<file path="src/ppr_pkg.sv">
// Package of constants for the port pin configuration and routing block
package ppr_pkg;
  // ----------------------------------------
  // Register word indices and byte addresses
  // ----------------------------------------
  // Indices count 32-bit words, so each register sits at four times its index
  localparam logic [9:0] IDX_OPEN_DRAIN = 10'h24e;
  localparam logic [9:0] IDX_M_DATA = 10'h250;
  localparam logic [9:0] IDX_PULL_ENABLE = 10'h240;
  localparam logic [9:0] IDX_PULL_POLARITY = 10'h244;
  localparam logic [9:0] IDX_ROUTING = 10'h248;
  localparam logic [9:0] IDX_S_DIRECTION = 10'h24a;
  localparam logic [9:0] IDX_M_DIRECTION = 10'h254;
  localparam logic [9:0] IDX_S_DATA = 10'h258;
  localparam logic [9:0] IDX_EDGE_FLAGS = 10'h25c;
  localparam logic [11:0] ADDR_OPEN_DRAIN = {IDX_OPEN_DRAIN, 2'b00};
  localparam logic [11:0] ADDR_M_DATA = {IDX_M_DATA, 2'b00};
  localparam logic [11:0] ADDR_PULL_ENABLE = {IDX_PULL_ENABLE, 2'b00};
  localparam logic [11:0] ADDR_PULL_POLARITY = {IDX_PULL_POLARITY, 2'b00};
  localparam logic [11:0] ADDR_ROUTING = {IDX_ROUTING, 2'b00};
  localparam logic [11:0] ADDR_S_DIRECTION = {IDX_S_DIRECTION, 2'b00};
  localparam logic [11:0] ADDR_M_DIRECTION = {IDX_M_DIRECTION, 2'b00};
  localparam logic [11:0] ADDR_S_DATA = {IDX_S_DATA, 2'b00};
  localparam logic [11:0] ADDR_EDGE_FLAGS = {IDX_EDGE_FLAGS, 2'b00};
  // ----------------------------------------
  // Reset values and fields
  // ----------------------------------------
  localparam logic [7:0] RST_PULL_ENABLE = 8'hff;
  localparam logic [7:0] RST_OPEN_DRAIN = 8'h00;
  localparam logic [7:0] RST_ZERO = 8'h00;
  localparam logic [3:0] RST_M_DATA = 4'h0;
  localparam int IIC_LO = 0;
  localparam int SPI_LO = 4;
  localparam int IIC_SCL_PIN = 4;
  localparam int IIC_SDA_PIN = 7;
  localparam int SPI_FIRST_PIN = 4;
  localparam logic [1:0] SPI_ON_S = 2'h0;
  localparam logic [1:0] SPI_RESERVED = 2'h3;
  localparam logic [1:0] IIC_ALT1 = 2'h2;
  localparam logic [1:0] AXI_OKAY = 2'h0;
  localparam logic [1:0] AXI_SLVERR = 2'h2;
  localparam int SYNC_STAGES = 2;
  typedef enum logic [2:0] {
    ST_IDLE = 3'b001,
    ST_RESP = 3'b010,
    ST_WAIT = 3'b100
  } ppr_wr_t;
endpackage

</file>
<file path="src/ppr_sync.sv">
// Two-stage input synchroniser with edge detection on the settled sample
`timescale 1ns/1ps
module ppr_sync import ppr_pkg::*; #(
  parameter int WIDTH = 8
) (
  // Clock and reset
  input wire logic aclk,
  input wire logic aresetn,
  // Pins and results
  input wire logic [WIDTH-1:0] pin_in,
  output logic [WIDTH-1:0] synced,
  output logic [WIDTH-1:0] rose,
  output logic [WIDTH-1:0] fell
);
  logic [WIDTH-1:0] stage1;
  logic [WIDTH-1:0] prev;
  initial begin
    if (WIDTH < 1) $error("WIDTH must be positive");
  end
  always_ff @(posedge aclk) begin
    if (!aresetn) begin
      // Pulled-up idle level, so no false edge right after reset
      stage1 <= '1;
      synced <= '1;
      prev <= '1;
    end else begin
      stage1 <= pin_in;
      synced <= stage1;
      prev <= synced;
    end
  end
  assign rose = synced & ~prev;
  assign fell = ~synced & prev;
endmodule

</file>
<file path="src/ppr_pad.sv">
// Per-pin pad control: direction, drive style and pull devices
`timescale 1ns/1ps
module ppr_pad import ppr_pkg::*; #(
  parameter int WIDTH = 8
) (
  // Pin configuration
  input wire logic [WIDTH-1:0] dir_out,
  input wire logic [WIDTH-1:0] out_val,
  input wire logic [WIDTH-1:0] open_drain,
  input wire logic [WIDTH-1:0] pull_en,
  input wire logic [WIDTH-1:0] pull_down_sel,
  // Pad controls
  output logic [WIDTH-1:0] pad_o,
  output logic [WIDTH-1:0] pad_oe,
  output logic [WIDTH-1:0] pull_up,
  output logic [WIDTH-1:0] pull_down
);
  wire [WIDTH-1:0] od_eff = open_drain & dir_out;
  assign pad_o = out_val & ~od_eff;
  assign pad_oe = dir_out & ~(od_eff & out_val);
  assign pull_up = pull_en & ~dir_out & ~pull_down_sel;
  assign pull_down = pull_en & ~dir_out & pull_down_sel;
endmodule

</file>
<file path="src/ppr_top.sv">
// Port pin configuration and routing block with an AXI4-Lite register slave
`timescale 1ns/1ps
module ppr_top import ppr_pkg::*; #(
  parameter int S_PINS = 8,
  parameter int M_PINS = 4
) (
  // Clock and reset
  input wire logic aclk,
  input wire logic aresetn,
  // AXI4-Lite write
  input wire logic [11:0] s_axi_awaddr,
  input wire logic s_axi_awvalid,
  output logic s_axi_awready,
  input wire logic [31:0] s_axi_wdata,
  input wire logic [3:0] s_axi_wstrb,
  input wire logic s_axi_wvalid,
  output logic s_axi_wready,
  output logic [1:0] s_axi_bresp,
  output logic s_axi_bvalid,
  input wire logic s_axi_bready,
  // AXI4-Lite read
  input wire logic [11:0] s_axi_araddr,
  input wire logic s_axi_arvalid,
  output logic s_axi_arready,
  output logic [31:0] s_axi_rdata,
  output logic [1:0] s_axi_rresp,
  output logic s_axi_rvalid,
  input wire logic s_axi_rready,
  // First port pins
  input wire logic [S_PINS-1:0] s_pin_i,
  output logic [S_PINS-1:0] s_pin_o,
  output logic [S_PINS-1:0] s_pin_oe,
  output logic [S_PINS-1:0] s_pull_up,
  output logic [S_PINS-1:0] s_pull_down,
  // Second port pins
  input wire logic [M_PINS-1:0] m_pin_i,
  output logic [M_PINS-1:0] m_pin_o,
  output logic [M_PINS-1:0] m_pin_oe,
  // Peripheral hookup
  input wire logic iic_enable,
  input wire logic iic_scl_o,
  input wire logic iic_sda_o,
  input wire logic spi_enable,
  input wire logic [3:0] spi_o,
  input wire logic [3:0] spi_oe,
  input wire logic [1:0] timer_oc_enable,
  input wire logic [1:0] timer_oc_val,
  input wire logic [1:0] pwm_enable,
  input wire logic [1:0] pwm_val,
  output logic [S_PINS-1:0] s_pin_sync,
  output logic [S_PINS-1:0] s_edge_pulse,
  output logic [1:0] iic_route,
  output logic [1:0] spi_route
);
  initial begin
    if (S_PINS != 8) $error("S_PINS must be 8");
    if (M_PINS != 4) $error("M_PINS must be 4");
  end

  // ----------------------------------------
  // Registers
  // ----------------------------------------
  logic [7:0] first_port_pull_enable;
  logic [7:0] first_port_pull_polarity;
  logic [7:0] first_port_open_drain_select;
  logic [7:0] first_port_routing_select;
  logic [7:0] first_port_direction;
  logic [7:0] first_port_data;
  logic [7:0] first_port_edge_flags;
  logic [3:0] second_port_data;
  logic [3:0] second_port_direction;
  ppr_wr_t wr_state;
  logic [11:0] aw_addr;
  logic aw_held;
  logic [31:0] w_data;
  logic [3:0] w_strb;
  logic w_held;

  // ----------------------------------------
  // Input synchronisers
  // ----------------------------------------
  logic [7:0] s_sync;
  logic [7:0] s_rise;
  logic [7:0] s_fall;
  logic [3:0] m_sync;
  ppr_sync #(.WIDTH(8)) u_sync_s (
    .aclk(aclk), .aresetn(aresetn), .pin_in(s_pin_i),
    .synced(s_sync), .rose(s_rise), .fell(s_fall)
  );
  ppr_sync #(.WIDTH(4)) u_sync_m (
    .aclk(aclk), .aresetn(aresetn), .pin_in(m_pin_i),
    .synced(m_sync), .rose(), .fell()
  );
  // Polarity picks which edge counts
  wire [7:0] edge_hit = (s_rise & first_port_pull_polarity) |
    (s_fall & ~first_port_pull_polarity);

  // ----------------------------------------
  // Routing and pin ownership
  // ----------------------------------------
  wire [1:0] iic_sel = first_port_routing_select[IIC_LO +: 2];
  wire [1:0] spi_sel = first_port_routing_select[SPI_LO +: 2];
  wire iic_here = iic_enable && (iic_sel < IIC_ALT1);
  wire spi_here = spi_enable && (spi_sel == SPI_ON_S);
  logic [7:0] s_dir_eff;
  logic [7:0] s_val_eff;
  logic [7:0] s_od_eff;
  always_comb begin
    s_dir_eff = first_port_direction;
    s_val_eff = first_port_data;
    s_od_eff = first_port_open_drain_select;
    if (iic_here) begin
      // Two-wire bus needs wired-or whatever software chose
      s_dir_eff[IIC_SCL_PIN] = 1'b1;
      s_dir_eff[IIC_SDA_PIN] = 1'b1;
      s_val_eff[IIC_SCL_PIN] = iic_scl_o;
      s_val_eff[IIC_SDA_PIN] = iic_sda_o;
      s_od_eff[IIC_SCL_PIN] = 1'b1;
      s_od_eff[IIC_SDA_PIN] = 1'b1;
    end
    if (spi_here) begin
      // SPI outranks the two-wire bus on shared pins
      s_dir_eff[SPI_FIRST_PIN +: 4] = spi_oe;
      s_val_eff[SPI_FIRST_PIN +: 4] = spi_o;
      s_od_eff[SPI_FIRST_PIN +: 4] = first_port_open_drain_select[SPI_FIRST_PIN +: 4];
    end
  end
  logic [7:0] s_o_c;
  logic [7:0] s_oe_c;
  logic [7:0] s_pu_c;
  logic [7:0] s_pd_c;
  ppr_pad #(.WIDTH(8)) u_pad_s (
    .dir_out(s_dir_eff), .out_val(s_val_eff), .open_drain(s_od_eff),
    .pull_en(first_port_pull_enable), .pull_down_sel(first_port_pull_polarity),
    .pad_o(s_o_c), .pad_oe(s_oe_c), .pull_up(s_pu_c), .pull_down(s_pd_c)
  );

  // Second port: timer beats PWM beats GPIO on pins 3 and 2
  logic [3:0] m_dir_eff;
  logic [3:0] m_val_eff;
  always_comb begin
    m_dir_eff = second_port_direction;
    m_val_eff = second_port_data;
    for (int i = 0; i < 2; i++) begin
      if (timer_oc_enable[i]) begin
        m_dir_eff[2+i] = 1'b1;
        m_val_eff[2+i] = timer_oc_val[i];
      end else if (pwm_enable[i]) begin
        m_dir_eff[2+i] = 1'b1;
        m_val_eff[2+i] = pwm_val[i];
      end
    end
  end

  always_ff @(posedge aclk) begin
    if (!aresetn) begin
      s_pin_o <= '0;
      s_pin_oe <= '0;
      s_pull_up <= '1;
      s_pull_down <= '0;
      m_pin_o <= '0;
      m_pin_oe <= '0;
      s_pin_sync <= '0;
      s_edge_pulse <= '0;
      iic_route <= '0;
      spi_route <= '0;
    end else begin
      s_pin_o <= s_o_c;
      s_pin_oe <= s_oe_c;
      s_pull_up <= s_pu_c;
      s_pull_down <= s_pd_c;
      m_pin_o <= m_val_eff & m_dir_eff;
      m_pin_oe <= m_dir_eff;
      s_pin_sync <= s_sync;
      s_edge_pulse <= edge_hit;
      iic_route <= iic_sel;
      spi_route <= spi_sel;
    end
  end

  // ----------------------------------------
  // AXI4-Lite write path
  // ----------------------------------------
  wire aw_take = s_axi_awvalid && s_axi_awready;
  wire w_take = s_axi_wvalid && s_axi_wready;
  wire [11:0] wa = aw_take ? s_axi_awaddr : aw_addr;
  wire [31:0] wd = w_take ? s_axi_wdata : w_data;
  wire [3:0] ws = w_take ? s_axi_wstrb : w_strb;
  wire have_aw = aw_take || aw_held;
  wire have_w = w_take || w_held;
  wire do_write = (wr_state == ST_IDLE) && have_aw && have_w;
  wire wr_lane0 = do_write && ws[0];
  wire wr_known = (wa == ADDR_PULL_ENABLE) || (wa == ADDR_PULL_POLARITY) ||
    (wa == ADDR_OPEN_DRAIN) || (wa == ADDR_ROUTING) || (wa == ADDR_S_DIRECTION) ||
    (wa == ADDR_S_DATA) || (wa == ADDR_M_DATA) || (wa == ADDR_M_DIRECTION) ||
    (wa == ADDR_EDGE_FLAGS);
  wire [7:0] flag_clr = (wr_lane0 && wa == ADDR_EDGE_FLAGS) ? wd[7:0] : 8'h00;
  // Set wins over a clear in the same cycle
  wire [7:0] next_flags = (first_port_edge_flags & ~flag_clr) | edge_hit;

  always_ff @(posedge aclk) begin
    if (!aresetn) begin
      wr_state <= ST_IDLE;
      s_axi_awready <= 1'b0;
      s_axi_wready <= 1'b0;
      s_axi_bvalid <= 1'b0;
      s_axi_bresp <= AXI_OKAY;
      aw_held <= 1'b0;
      w_held <= 1'b0;
      aw_addr <= '0;
      w_data <= '0;
      w_strb <= '0;
    end else begin
      case (wr_state)
        ST_IDLE: begin
          s_axi_awready <= !have_aw;
          s_axi_wready <= !have_w;
          if (aw_take) begin
            aw_addr <= s_axi_awaddr;
            aw_held <= 1'b1;
          end
          if (w_take) begin
            w_data <= s_axi_wdata;
            w_strb <= s_axi_wstrb;
            w_held <= 1'b1;
          end
          if (do_write) begin
            s_axi_awready <= 1'b0;
            s_axi_wready <= 1'b0;
            aw_held <= 1'b0;
            w_held <= 1'b0;
            s_axi_bvalid <= 1'b1;
            s_axi_bresp <= wr_known ? AXI_OKAY : AXI_SLVERR;
            wr_state <= ST_RESP;
          end
        end
        ST_RESP: begin
          if (s_axi_bready) begin
            s_axi_bvalid <= 1'b0;
            wr_state <= ST_WAIT;
          end
        end
        ST_WAIT: begin
          s_axi_awready <= 1'b1;
          s_axi_wready <= 1'b1;
          wr_state <= ST_IDLE;
        end
        default: wr_state <= ST_IDLE;
      endcase
    end
  end

  always_ff @(posedge aclk) begin
    if (!aresetn) begin
      first_port_pull_enable <= RST_PULL_ENABLE;
      first_port_open_drain_select <= RST_OPEN_DRAIN;
      first_port_pull_polarity <= RST_ZERO;
      first_port_routing_select <= RST_ZERO;
      first_port_direction <= RST_ZERO;
      first_port_data <= RST_ZERO;
      first_port_edge_flags <= RST_ZERO;
      second_port_data <= RST_M_DATA;
      second_port_direction <= '0;
    end else begin
      first_port_edge_flags <= next_flags;
      if (wr_lane0) begin
        case (wa)
          ADDR_PULL_ENABLE: first_port_pull_enable <= wd[7:0];
          ADDR_PULL_POLARITY: first_port_pull_polarity <= wd[7:0];
          ADDR_OPEN_DRAIN: first_port_open_drain_select <= wd[7:0];
          ADDR_ROUTING: first_port_routing_select <= wd[7:0] & 8'h33;
          ADDR_S_DIRECTION: first_port_direction <= wd[7:0];
          ADDR_S_DATA: first_port_data <= wd[7:0];
          ADDR_M_DATA: second_port_data <= wd[3:0];
          ADDR_M_DIRECTION: second_port_direction <= wd[3:0];
          default: ;
        endcase
      end
    end
  end

  // ----------------------------------------
  // AXI4-Lite read path
  // ----------------------------------------
  // Read-back uses the synchronised pin, so it lags by two edges
  wire [3:0] m_read = (second_port_direction & second_port_data) |
    (~second_port_direction & m_sync);
  wire [7:0] s_read = (first_port_direction & first_port_data) |
    (~first_port_direction & s_sync);
  logic [31:0] rd_word;
  logic rd_ok;
  always_comb begin
    rd_ok = 1'b1;
    case (s_axi_araddr)
      ADDR_PULL_ENABLE: rd_word = {24'h0, first_port_pull_enable};
      ADDR_PULL_POLARITY: rd_word = {24'h0, first_port_pull_polarity};
      ADDR_OPEN_DRAIN: rd_word = {24'h0, first_port_open_drain_select};
      ADDR_ROUTING: rd_word = {24'h0, first_port_routing_select};
      ADDR_S_DIRECTION: rd_word = {24'h0, first_port_direction};
      ADDR_S_DATA: rd_word = {24'h0, s_read};
      ADDR_EDGE_FLAGS: rd_word = {24'h0, first_port_edge_flags};
      ADDR_M_DATA: rd_word = {28'h0, m_read};
      ADDR_M_DIRECTION: rd_word = {28'h0, second_port_direction};
      default: begin
        rd_word = 32'h0;
        rd_ok = 1'b0;
      end
    endcase
  end

  always_ff @(posedge aclk) begin
    if (!aresetn) begin
      s_axi_arready <= 1'b0;
      s_axi_rvalid <= 1'b0;
      s_axi_rdata <= '0;
      s_axi_rresp <= AXI_OKAY;
    end else if (s_axi_arvalid && s_axi_arready) begin
      s_axi_arready <= 1'b0;
      s_axi_rvalid <= 1'b1;
      s_axi_rdata <= rd_word;
      s_axi_rresp <= rd_ok ? AXI_OKAY : AXI_SLVERR;
    end else if (s_axi_rvalid) begin
      if (s_axi_rready) begin
        s_axi_rvalid <= 1'b0;
      end
    end else begin
      s_axi_arready <= 1'b1;
    end
  end

  // ----------------------------------------
  // Assertions
  // ----------------------------------------
  pull_gate_a: assert property (@(posedge aclk) disable iff (!aresetn)
    (s_pull_up | s_pull_down) == ($past(first_port_pull_enable) & ~$past(s_dir_eff)))
    else $error("pull active outside enabled input");
  pull_pol_a: assert property (@(posedge aclk) disable iff (!aresetn)
    (s_pull_down & ~$past(first_port_pull_polarity)) == 8'h00)
    else $error("pull-down with polarity 0");
  pull_up_a: assert property (@(posedge aclk) disable iff (!aresetn)
    (s_pull_up & $past(first_port_pull_polarity)) == 8'h00)
    else $error("pull-up with polarity 1");
  od_high_a: assert property (@(posedge aclk) disable iff (!aresetn)
    (s_pin_oe & s_pin_o & $past(s_od_eff)) == 8'h00)
    else $error("open-drain pin driven high");
  pp_drive_a: assert property (@(posedge aclk) disable iff (!aresetn)
    (s_pin_oe == $past(s_dir_eff & ~(s_od_eff & s_val_eff))))
    else $error("output enable mismatch");
  m_timer_a: assert property (@(posedge aclk) disable iff (!aresetn)
    $past(timer_oc_enable[0]) |-> m_pin_oe[2] && m_pin_o[2] == $past(timer_oc_val[0]))
    else $error("timer output lost pin 2");
  m_pwm_a: assert property (@(posedge aclk) disable iff (!aresetn)
    $past(pwm_enable[1] && !timer_oc_enable[1]) |-> m_pin_o[3] == $past(pwm_val[1]))
    else $error("pwm output lost pin 3");
  flag_set_a: assert property (@(posedge aclk) disable iff (!aresetn)
    |edge_hit |=> |(first_port_edge_flags & $past(edge_hit)))
    else $error("edge flag not set");
  iic_od_a: assert property (@(posedge aclk) disable iff (!aresetn)
    $past(iic_here && !spi_here) |-> !(s_pin_oe[IIC_SDA_PIN] && s_pin_o[IIC_SDA_PIN]))
    else $error("two-wire pin driven high");
  m_read_a: assert property (@(posedge aclk) disable iff (!aresetn)
    $rose(s_axi_rvalid) && $past(s_axi_araddr) == ADDR_M_DATA |-> s_axi_rdata[31:4] == 28'h0)
    else $error("unused data bits not zero");
  wr_cov: cover property (@(posedge aclk) do_write && wr_known);
  rd_cov: cover property (@(posedge aclk) s_axi_rvalid && s_axi_rready);
  edge_cov: cover property (@(posedge aclk) |edge_hit);
endmodule

</file>
<file path="config.mk">
export PLATFORM = sky130hd
export DESIGN_NAME = ppr_top
export DESIGN_NICKNAME = d
export VERILOG_FILES = /design/src/ppr_pkg.sv /design/src/ppr_sync.sv /design/src/ppr_pad.sv /design/src/ppr_top.sv
export SDC_FILE = /design/constraint.sdc
export NUM_CORES = 1
export LEC_CHECK = 0
export ABC_AREA = 1
export BUFFER_PORTS_ARGS = -buffer_cell sky130_fd_sc_hd__buf_4
export CAP_MARGIN = 20
export CORE_AREA = 4 4 140 142
export CTS_BUF_LIST = sky130_fd_sc_hd__clkbuf_16
export DETAILED_ROUTE_END_ITERATION = 12
export DIE_AREA = 0 0 144 146
export PLACE_DENSITY = 0.69
export SYNTH_ARGS = -nofsm -noshare
export SYNTH_HDL_FRONTEND = slang
export SYNTH_SLANG_ARGS = --single-unit
</file>
<file path="constraint.sdc">
create_clock -name aclk -period 2.1 [get_ports aclk]
set_input_delay 0.105 -clock aclk [delete_from_list [all_inputs] [get_ports aclk]]
set_output_delay 0.105 -clock aclk [all_outputs]
set_load 0.1 [all_outputs]
</file>
* Yosys cells after proc, flatten, opt, wreduce, memory -nomap -nowiden
Cells that the tools add are included.
** Word-level totals
- Bits in registers :: 219
- Latch bits :: 0
- Bits in writable memories :: 0
- ROM bits :: 0
- Output and inout bits :: 101
- Memories :: 0
** Operators by class
- $add $sub $neg :: 0
- Multipliers :: 0
- Divide/modulo/power cells :: 0
- Order comparisons :: 1
- Equality and inequality tests :: 23
- Shifts and indexed selects :: 0
- Mux-type cells :: 42
- Bitwise gates (word level) :: 31
- Reductions and logical operators :: 41
** Operators with widths (number)
- equality test 12 bit (second input constant) :: 18
- bitwise AND 8 bit :: 14
- case mux 8 bit (9 select lines) :: 1
- inverter 8 bit :: 8
- 2-to-1 mux 1 bit :: 27
- bitwise OR 8 bit :: 3
- AND reduction 2 bit :: 12
- 2-to-1 mux 8 bit :: 2
- bitwise AND 4 bit :: 3
- 2-to-1 mux 12 bit :: 1
- 2-to-1 mux 4 bit :: 3
- logical OR 1 bit :: 10
- logical AND 1 bit :: 9
- OR reduction 9 bit :: 1
- nonzero test 2 bit :: 4
- 2-to-1 mux 3 bit :: 2
- case mux 1 bit (2 select lines) :: 3
- case mux 3 bit (2 select lines) :: 1
- 2-to-1 mux 2 bit :: 2
- inequality test 2 bit (second input constant) :: 2
- inverter 4 bit :: 1
- bitwise OR 4 bit :: 1
- equality test 3 x 1 -> 1 bit (second input constant) :: 1
- equality test 3 x 2 -> 1 bit (second input constant) :: 1
- 7 further kinds :: 8

* Depth between registers and ports, before layout
Gate-level depths: netlist of the first run.
- Depth after elaboration :: 12
- Depth in mapped cells :: 12
- Gate-level depth less buffers :: 11

* By module
From an unflattened synthesis of the first run, not the netlist that was laid out.
** Unflattened totals
- Cell total of the unflattened synthesis :: 1238
- Area total of the unflattened synthesis :: 8629.5 µm²
** By module, submodules not included
- ppr_top :: times used 1, cells an instance 1027, area an instance 7189.4 µm²
- ppr_sync at u_sync_s :: times used 1, cells an instance 98, area an instance 773.2 µm²
- ppr_sync at u_sync_m :: times used 1, cells an instance 49, area an instance 386.6 µm²
- ppr_pad :: times used 1, cells an instance 64, area an instance 280.3 µm²

* Worst setup path before layout of the first run
OpenSTA, ideal clock, no wires.
- Kind :: register -> register
- Start :: reg s_axi_wready
- End :: reg first_port_open_drain_select[7]
- Setup time :: 0.113 ns
- Arrival :: 2.350 ns
- Required time :: 1.987 ns
- Setup slack :: -0.363 ns
- Stages on the path, launching flop included :: 11
- Buffers on the path :: 1
- Period minus slack after synthesis :: 2.463 ns
- Cell sequence :: dfxtp_1 nand2_1 inv_1 o21ai_0 nor2_8 nand3_4 nor2_4 buf_6 nand2_1 nand2_1 nor2_1
** Between the ends
- Cells in the longest elaborated chain, start to end :: 5
- Elaborated cells on any way between the ends :: 7
- Those cells by class :: mux (2); reduce/logical (5)
** Ends and longest elaborated chain
- start: declaration :: RTL line ppr_top.sv:17 : output logic s_axi_wready,
- start signal: assignment :: RTL line ppr_top.sv:217 : s_axi_wready <= !have_w;
- logical AND 1 bit * :: RTL line ppr_top.sv:185 : wire w_take = s_axi_wvalid && s_axi_wready;
- logical OR 1 bit :: RTL line ppr_top.sv:190 : wire have_w = w_take || w_held;
- logical AND 1 bit :: RTL line ppr_top.sv:191 : wire do_write = (wr_state == ST_IDLE) && have_aw && have_w;
- logical AND 1 bit :: RTL line ppr_top.sv:192 : wire wr_lane0 = do_write && ws[0];
- AND reduction 2 bit (no source line)
- end signal: assignment :: RTL line ppr_top.sv:270 : ADDR_OPEN_DRAIN: first_port_open_drain_select <= wd[7:0];
- end: declaration :: RTL line ppr_top.sv:65 : logic [7:0] first_port_open_drain_select;
Mark *: on every way between the ends. The rest lies on a longest branch, timed or not.
A chain may end at the register's enable or synchronous reset.

* Final worst setup path of the first run
- Start :: reg s_axi_awready
- End :: reg second_port_data[1]
** Between the ends
- Cells in the longest elaborated chain, start to end :: 6
- Elaborated cells on any way between the ends :: 8
- Those cells by class :: eq/ne (1); mux (1); reduce/logical (6)
** Ends and longest elaborated chain
- start: declaration :: RTL line ppr_top.sv:13 : output logic s_axi_awready,
- start signal: assignment :: RTL line ppr_top.sv:216 : s_axi_awready <= !have_aw;
- logical AND 1 bit * :: RTL line ppr_top.sv:184 : wire aw_take = s_axi_awvalid && s_axi_awready;
- parallel branches: the longest is 4 deep, another holds 2-to-1 mux 12 bit
- AND reduction 2 bit (no source line) *
- end signal: assignment :: RTL line ppr_top.sv:274 : ADDR_M_DATA: second_port_data <= wd[3:0];
- end: declaration :: RTL line ppr_top.sv:70 : logic [3:0] second_port_data;
Mark *: on every way between the ends.

==> impl_metrics.py, run 1 <==
metrics = {
    "grt": {
        "grt_max_degree": 131,
        "grt_pass1_vias": 7058,
        "antenna_found_initial": 0,
        "grt_pass1_wl_mm": 35.2,
        "overflow": 0,
        "grtUsageTotal_pct": 20.9,
    },
    "die": {
        "io_pins": 200,
        "start_util_pct": 44.4,
        "die_h_um": 146,
        "dieWidth_um": 144,
        "die-area_sq_mm": 0.0210,
        "row_count": 50,
        "coreArea_sq_mm": 0.0185,
    },
    "placed_design": {
        "hpwl_mm": 15.8,
        "gp_congestion": 0.892,
        "port_buffers": 146,
        "placed_cells": 1514,
    },
    "cts": {
        "clk_transition_reported_paths_ns": 0.07,
        "cts_buffers": 17,
        "clock_sinks": 193,
        "clockRootBuffer": "clkbuf_16",
        "worstSkewPairLatency_ns": 0.43,
        "clockBufferDepth": 2,
        "cts_tree": "done",
        "htreeDepth": 4,
    },
    "layout": {
        "final_cell_mix": "nand2_1, dfxtp_1, buf_4, nor2_1, inv_1",
        "final_util_pct": 57.9,
        "syn2layout_area_growth_pct": 30.4,
        "drive_gt1_share_pct": 20.1,
        "n_antenna_cell": 0,
        "final_cells": 1590,
        "multi_input_area_sq_mm": 0.00363,
        "final_common_cell": "nand2_1",
        "seqCellArea_sq_mm": 0.00387,
        "n_fill_cell": 1682,
        "nNetsFinal": 1442,
    },
    "flow_run": {
        "drv_cap": 0,
    },
    "critical_path": {
        "crit_path_start_kind": "register",
        "cp_max_fo": 16,
        "cp-end-kind": "register",
        "path_class": "register to register",
        "crit_arrival_ns": 2.24,
        "required_ns": 2.41,
    },
    "timing": {
        "setup_tns_ns": 0,
        "slew_headroom_pct": 57.3,
        "finalCriticalPeriod_ns": 1.93,
        "hold_viol_final": 0,
        "worst_pin_slew_ns": 0.633,
        "fmax_ghz": 0.518,
        "rsz0062_at_grt": "false",
        "skew_ns": 0.00908,
        "period_share_pct": 91.8,
        "timing.hold.ws_ns": 0.0144,
        "slew_violations": 0,
        "setup_viol": 0,
    },
    "logic_synthesis": {
        "synth_edf_count": 0,
        "ys_ff_latch": 193,
        "synth_area_sq_mm": 0.00820,
        "synth_flop_cell": "dfxtp_1",
        "seq_area_frac_synth_pct": 47.1,
        "avgSynthCellArea_sq_um": 7.23,
        "synthArstFlopShare_pct": 0,
        "synth_cell_types": 40,
        "synthCells": 1134,
        "ys_warn_count": 0,
    },
    "power": {
        "peakVddDrop_mv": 0.566,
        "power.density_mw_per_mm2": 802,
        "report.power.total_mw": 8.57,
        "p_leak_nw": 5.23,
    },
    "detailed_routing": {
        "drtIter0Drc": 535,
        "dr.pass1.iters": 6,
        "via_count": 7741,
        "ant_nets": 0,
        "drc": 0,
        "wl_mm": 22.1,
        "viasPerCell": 4.87,
        "wl_per_cell_um": 13.9,
    },
    "outcome": {
        "status": "complete, no violations",
    },
    "hold_path": {
        "hp-class": "input pin to register",
    },
}
-- cells by family after synthesis --
family	count (synthesis)	synth area share [%]
other cells	1	0.0457
compound gates	119	7.83
flops	193	47.1
mux	3	0.381
simple gates	632	34.5
buf+inv	186	10.1
-- final timing paths --
| check | from | endpoint | slack, ns | cells past startpoint |
|---|---|---|---|---|
| min | spi_oe[2] | s_pull_down[6] | 0.01 | 4 |
| max | s_axi_awready | second_port_data[1] | 0.17 | 10 |
| min reg2reg | u_sync_m.stage1[0] | u_sync_m.synced[0] | 0.41 | 1 |
| max reg2reg | s_axi_awready | second_port_data[1] | 0.17 | 10 |
-- layer usage --
layer	vias to the layer above	routed length [um]	global-route usage, %
met1	3448	9310	27.2
met2	290	10600	34.3
li1	3964	-	-
met5	-	0	0
met3	39	1670	4.40
met4	0	536	7.06
-- area by class of cell --
type	instances	share of cell area, %
Clock buffer	17	3.98
Clock inverter	15	1.57
Inverter	126	4.44
Multi-Input combinational cell	780	34.0
Sequential cell	193	36.2
Tap cell	234	2.74
Timing Repair Buffer	225	17.1
-- where the power goes --
group	internal, mW	leakage, nW	switching, mW	total (mW)
Clock	1.87	0.294	1.38	3.25
Combinational	0.418	3.36	1.07	1.48
Sequential	3.79	1.58	0.0546	3.84
-- worst max-delay path, cell delays in order, from the launching register on --
cell and delay, ns:
dfxtp_2 0.42, nand2_4 0.14, inv_1 0.15, nand3_1 0.11
nand2_1 0.09, nand2_1 0.10, inv_1 0.12, nand3_1 0.16
buf_4 0.23, nor4_1 0.22, nor2_1 0.07
-- sequential cells by signal (all words and copies together) (netlist names), 8 cells and up --
name and count:
w_data 8, s_edge_pulse 8, u_sync_s.stage1 8, first_port_pull_polarity 8, s_axi_rdata 8, first_port_pull_enable 8
first_port_data 8, u_sync_s.prev 8, s_pin_o 8, aw_addr 12, u_sync_s.synced 8, first_port_open_drain_select 8
first_port_edge_flags 8, s_pull_down 8, s_pin_oe 8, first_port_direction 8, s_pull_up 8, s_pin_sync 8
-- metrics by stage --
| step | setup WS [ns] | instance area, sq um |
|---|---|---|
| global route | 0.00674 | 10700 |
| global placement | 0.178 | 9620 |
| detailed placement | 0.130 | 9620 |
| CTS | 0.0998 | 10600 |
| floorplan | 0.0738 | 8300 |
| finish | 0.171 | 10700 |
-- cells in the mapped netlist, types with 2 or more instances --
| library cell | instances | area (sq um) |
|---|---|---|
| a211oi_1 | 12 | 90.1 |
| a21oi_1 | 24 | 120 |
| and3_1 | 2 | 12.5 |
| buf_1 | 4 | 15.0 |
| buf_2 | 4 | 20.0 |
| buf_4 | 28 | 210 |
| buf_6 | 3 | 33.8 |
| clkbuf_1 | 21 | 78.8 |
| dfxtp_1 | 193 | 3860 |
| inv_1 | 121 | 454 |
| inv_2 | 3 | 11.3 |
| mux2i_1 | 2 | 20.0 |
| nand2_1 | 253 | 950 |
| nand2_2 | 2 | 12.5 |
| nand3_1 | 105 | 526 |
| nand3_4 | 2 | 35.0 |
| nand3b_1 | 5 | 37.5 |
| nand4_1 | 15 | 93.8 |
| nor2_1 | 175 | 657 |
| nor2_2 | 3 | 18.8 |
| nor2_4 | 6 | 67.6 |
| nor3_1 | 21 | 105 |
| nor3b_1 | 4 | 30.0 |
| nor4_1 | 2 | 12.5 |
| o211ai_1 | 3 | 22.5 |
| o21ai_0 | 74 | 370 |
| o21ai_1 | 3 | 15.0 |
| or2_2 | 32 | 200 |
-- repair_timing --
item | 4_1_cts | 5_1_grt
buffers inserted | 0 | 2
hold buffers | 42 | 0
setup endpoints to repair | 0 | 27
endpoints found under the hold margin | 40 | 0
gates resized for setup | 0 | 5
Power figures use the tool's default switching activity.
==> run 2, diff against run 1 <==
Settings changed: GPL_TIMING_DRIVEN set to 0.
==> run 2 against run 1 <==
Maximum frequency fell by 4.2%. Critical path type unchanged. Final area rose by 1.1%. Non-clock buffer count rose by 38. Utilization rose by 0.63 points. Sequential share of layout area fell by 0.39 points. Via count rose by 4.8%. First-iteration DRC count rose by 3.4%.
==> impl_metrics.py, run 2 (synthesized netlist as in run 1, its figures left out) <==
metrics = {
    "outcome": {
        "status": "complete, no violations",
    },
    "grt": {
        "grt_pass1_vias": 7675,
        "overflow": 0,
        "grt_max_degree": 17,
        "grt_pass1_wl_mm": 40.1,
        "grtUsageTotal_pct": 24.5,
        "antenna_found_initial": 0,
    },
    "cts": {
        "cts_buffers": 17,
        "clock_sinks": 193,
        "cts_tree": "done",
        "clk_transition_reported_paths_ns": 0.07,
        "clockRootBuffer": "clkbuf_16",
        "htreeDepth": 4,
        "worstSkewPairLatency_ns": 0.44,
        "clockBufferDepth": 2,
    },
    "timing": {
        "hold_viol_final": 0,
        "period_share_pct": 95.8,
        "slew_violations": 0,
        "skew_ns": 0.0101,
        "timing.hold.ws_ns": 0.00506,
        "setup_viol": 0,
        "fmax_ghz": 0.497,
        "rsz0062_at_grt": "false",
        "slew_headroom_pct": 37.1,
        "finalCriticalPeriod_ns": 2.01,
        "worst_pin_slew_ns": 0.943,
    },
    "detailed_routing": {
        "met1_length_mm": 10.8,
        "drc": 0,
        "dr.pass1.iters": 5,
        "wl_met2_mm": 11.8,
        "viasPerCell": 4.98,
        "wl_per_cell_um": 15.8,
        "drtIter0Drc": 553,
        "highest_layer": "met4",
        "wl_met3_mm": 2.12,
        "ant_nets": 0,
        "via_count": 8111,
        "wl_mm": 25.8,
    },
    "flow_run": {
        "drv_cap": 0,
    },
    "critical_path": {
        "crit_path_top_delay_cell": "dlygate4sd3_1",
        "cp_cell_sequence": "mux2_2 -> mux2i_1 -> dlygate4sd3_1 -> nor2_1 -> dlygate4sd3_1",
        "cp-end-kind": "register",
        "cp_max_fo": 3,
        "crit_path_start_kind": "register",
        "rr_startpoint": "second_port_data[2]",
        "crit_arrival_ns": 2.34,
        "max_stage_delay_ns": 0.56,
        "cp_common_cell": "dlygate4sd3_1",
        "required_ns": 2.43,
        "crit_start": "second_port_data[2]",
        "path_class": "register to register",
    },
    "placed_design": {
        "port_buffers": 146,
        "gp_congestion": 0.945,
        "hpwl_mm": 18.5,
    },
    "layout": {
        "drive_gt1_share_pct": 20.8,
        "nNetsFinal": 1480,
        "n_antenna_cell": 0,
        "syn2layout_area_growth_pct": 31.8,
        "final_common_cell": "nand2_1",
        "regMostFlops": "aw_addr",
        "final_cell_mix": "nand2_1, dfxtp_1, buf_4, nor2_1, inv_1",
        "largest_reg_flops": 12,
    },
    "die": {
        "row_count": 50,
        "start_util_pct": 44.4,
        "coreArea_sq_mm": 0.0185,
        "dieWidth_um": 144,
        "io_pins": 200,
        "die_h_um": 146,
        "die-area_sq_mm": 0.0210,
    },
    "hold_path": {
        "hp-class": "input pin to register",
        "min_from": "spi_o[1]",
    },
    "power": {
        "p_leak_nw": 5.30,
        "peakVddDrop_mv": 0.608,
        "power.density_mw_per_mm2": 770,
        "report.power.total_mw": 8.32,
    },
}
## run 2: power breakdown
part	switching (mW)	internal (mW)	leakage (nW)
clock	1.43	1.50	0.260
sequential	0.0540	3.79	1.58
combinational	1.13	0.425	3.46
total	2.61	5.71	5.30
## run 2: cell type report
cell class,count,area [sq um]
Inverter,126,474
Fill cell,1725,7650
Buffer,60,363
Multi-Input combinational cell,780,3650
Clock inverter,15,90.1
Timing Repair Buffer,203,1640
Clock buffer,17,425
Sequential cell,193,3870
Tap cell,234,293
## run 2: repair_timing
action                                  CTS  global route
gates resized for setup                   4            15
hold buffers                             42             0
hold endpoints to repair                 39             0
endpoints found under the setup margin   25            63
pin swaps                                 2             8
cloned                                    0             0
setup buffers                             3            12
## run 2: critical path: cells and delay by family (launching register included)
| family | cells | cell delay (ns) |
|---|---|---|
| buffers and inverters | 2 | 1.12 |
| DFF | 1 | 0.34 |
| muxes | 2 | 0.40 |
| and+or+nand+nor | 1 | 0.04 |
## run 2: worst paths after layout
kind | to | cells after the start | slack, ns
max | m_pin_o[2] | 5 | 0.09
min | s_pin_oe[5] | 4 | 0.005
max reg2reg | m_pin_o[2] | 5 | 0.09
min reg2reg | u_sync_s.synced[3] | 1 | 0.41
## run 2: metal layers
metal  GRT usage (%)  vias to the layer above
met2            39.5                      374
met4            10.0                        0
li1                -                     4040
met5               0                        -
met1            31.7                     3636
met3            5.16                       61
## run 2: metrics by stage
stage          setup WS (ns)  instance area, sq um  instances  TNS, ns  utilization [%]
2_1_floorplan         0.0738                  8300       1159        0                -
3_3_place_gp          -0.227                  9690       1539    -2.28             52.5
3_5_place_dp          -0.256                  9690       1539    -3.45             52.5
4_1_cts               0.0226                 10700       1616        0             57.8
5_1_grt               0.0174                 10800       1628        0             58.6
6_report              0.0875                 10800       1628        0             58.6
==> run 3, diff against run 2 <==
Clock period 2.1 ns to 2.4 ns, I/O delays scaled along.
==> run 3 against run 2 <==
Final area down 0.88%. First-iteration DRC count up 21%. Routed wire length down 1.6%. Utilization down 0.52 points.
==> impl_metrics.py, run 3 (synthesized netlist as in run 1, its figures left out) <==
metrics = {
    "outcome": {
        "status": "complete, no violations",
    },
    "power": {
        "peakVddDrop_mv": 0.561,
        "p_leak_nw": 5.24,
        "power.density_mw_per_mm2": 705,
        "switching_share_pct": 31.7,
        "p_seq_share_pct": 44.5,
        "p_clk_share_pct": 37.9,
        "p_int_mw": 5.16,
        "p_comb_share_pct": 17.6,
        "p_sw_mw": 2.39,
    },
    "critical_path": {
        "ff2ff_path_depth": 10,
        "path_class": "register to register",
        "required_ns": 2.73,
        "r2r_end": "first_port_pull_polarity[2]",
        "r2r_slack_ns": 0.20,
        "crit_path_start_kind": "register",
        "cp_max_fo": 10,
        "cp-end-kind": "register",
        "crit_arrival_ns": 2.52,
        "rr_startpoint": "s_axi_awready",
    },
    "timing": {
        "worst_pin_slew_ns": 1.04,
        "skew_ns": 0.0114,
        "fmax_ghz": 0.455,
        "finalCriticalPeriod_ns": 2.20,
        "slew_violations": 0,
        "setup_tns_ns": 0,
        "period_share_pct": 91.5,
        "rsz0062_at_grt": "false",
        "hold_viol_final": 0,
        "setup_viol": 0,
        "slew_headroom_pct": 29.7,
    },
    "flow_run": {
        "drv_cap": 0,
    },
    "hold_path": {
        "hold_end": "m_pin_o[3]",
        "holdPathStages": 3,
        "hp-class": "input pin to register",
        "min_from": "timer_oc_val[1]",
    },
    "cts": {
        "clockBufferDepth": 2,
        "clock_sinks": 193,
        "clk_transition_reported_paths_ns": 0.08,
        "clockRootBuffer": "clkbuf_16",
        "htreeDepth": 4,
        "cts_tree": "done",
        "worstSkewPairLatency_ns": 0.44,
        "cts_buffers": 17,
    },
    "detailed_routing": {
        "via_count": 8138,
        "drc": 0,
        "viasPerCell": 5.05,
        "drtIter0Drc": 668,
        "dr.pass1.iters": 6,
        "wl_per_cell_um": 15.7,
        "ant_nets": 0,
        "wl_mm": 25.4,
    },
    "die": {
        "start_util_pct": 44.4,
        "coreArea_sq_mm": 0.0185,
        "die_h_um": 146,
        "dieWidth_um": 144,
        "die-area_sq_mm": 0.0210,
        "row_count": 50,
        "io_pins": 200,
    },
    "grt": {
        "top_usage_layer": "met2",
        "grt_pass1_wl_mm": 39.5,
        "grt_max_degree": 20,
        "grtUsageMet1_pct": 31.1,
        "antenna_found_initial": 1,
        "overflow": 0,
        "grtUsageTotal_pct": 24.2,
        "met3_usage_pct": 5.42,
        "met2_usage_pct": 39.0,
        "grt_pass1_vias": 7511,
    },
    "placed_design": {
        "hpwl_mm": 18.3,
        "port_buffers": 146,
        "placed_cells": 1539,
        "gp_congestion": 0.937,
    },
    "layout": {
        "final_cell_mix": "nand2_1, dfxtp_1, buf_4, nor2_1, inv_1",
        "final_cells": 1613,
        "n_antenna_cell": 0,
        "drive_gt1_share_pct": 19.7,
        "final_common_cell": "nand2_1",
        "nNetsFinal": 1465,
        "syn2layout_area_growth_pct": 30.6,
        "largest_reg_flops": 12,
        "regMostFlops": "aw_addr",
        "final_util_pct": 58.0,
    },
}
-- run 3: layout make-up --
cell class / count / area, sq um
clock buffer: 17 / 425
buffer: 60 / 358
clock inverter: 15 / 171
timing repair buffer: 188 / 1510
sequential: 193 / 3870
inverter: 126 / 474
fill: 1715 / 7740
multi-input combinational: 780 / 3610
tap: 234 / 293
-- run 3: repair_timing --
item | CTS | global route
setup endpoints to repair | 0 | 10
hold buffers | 40 | 0
buffers inserted | 0 | 2
endpoints found under the hold margin | 39 | 0
resized for setup | 0 | 2
-- run 3: power by group through the flow --
stage,clock network [mW],logic (mW),registers (mW)
final,2.86,1.33,3.36
after global routing,3.04,1.42,3.37
after CTS,2.88,1.31,3.36
after detailed placement,0,1.26,3.43
after global placement,0,1.25,3.43
after floorplan,0,0.640,3.71
-- run 3: critical path, cell delays in order, from the launching register on --
cell and delay (ns):
dfxtp_2 0.37, nand2_4 0.11, buf_6 0.14, nand2_1 0.05, nand2_1 0.13, inv_1 0.10
nor2_1 0.30, nand4_4 0.28, buf_2 0.30, o21ai_0 0.26, nor2_1 0.06
-- run 3: worst max path at each step --
stage | from | endpoint | depth (start not counted)
after floorplan | s_axi_wready | first_port_open_drain_select[7] | 10
after global placement | wr_state[1] | first_port_pull_polarity[2] | 7
after detailed placement | wr_state[1] | first_port_pull_polarity[2] | 7
after CTS | wr_state[1] | first_port_pull_polarity[2] | 7
after global routing | s_axi_wready | first_port_pull_polarity[2] | 8
final | s_axi_awready | first_port_pull_polarity[2] | 10
-- run 3: metal layers --
layer,up-vias,part of all wire [%]
li1,4026,-
met2,363,46
met4,2,3.6
met5,-,0.047
met3,62,8.1
met1,3685,42
-- run 3: metrics by stage --
step	area [sq um]	power, mW	hold slack [ns]	worst slack [ns]
after floorplan	8300	4.35	0.227	0.286
after global placement	9690	4.68	0.308	0.0504
after detailed placement	9690	4.69	0.310	0.0261
after CTS	10700	7.56	0.0275	0.0261
after global routing	10700	7.83	0.0124	0.0441
final	10700	7.55	0.0150	0.204
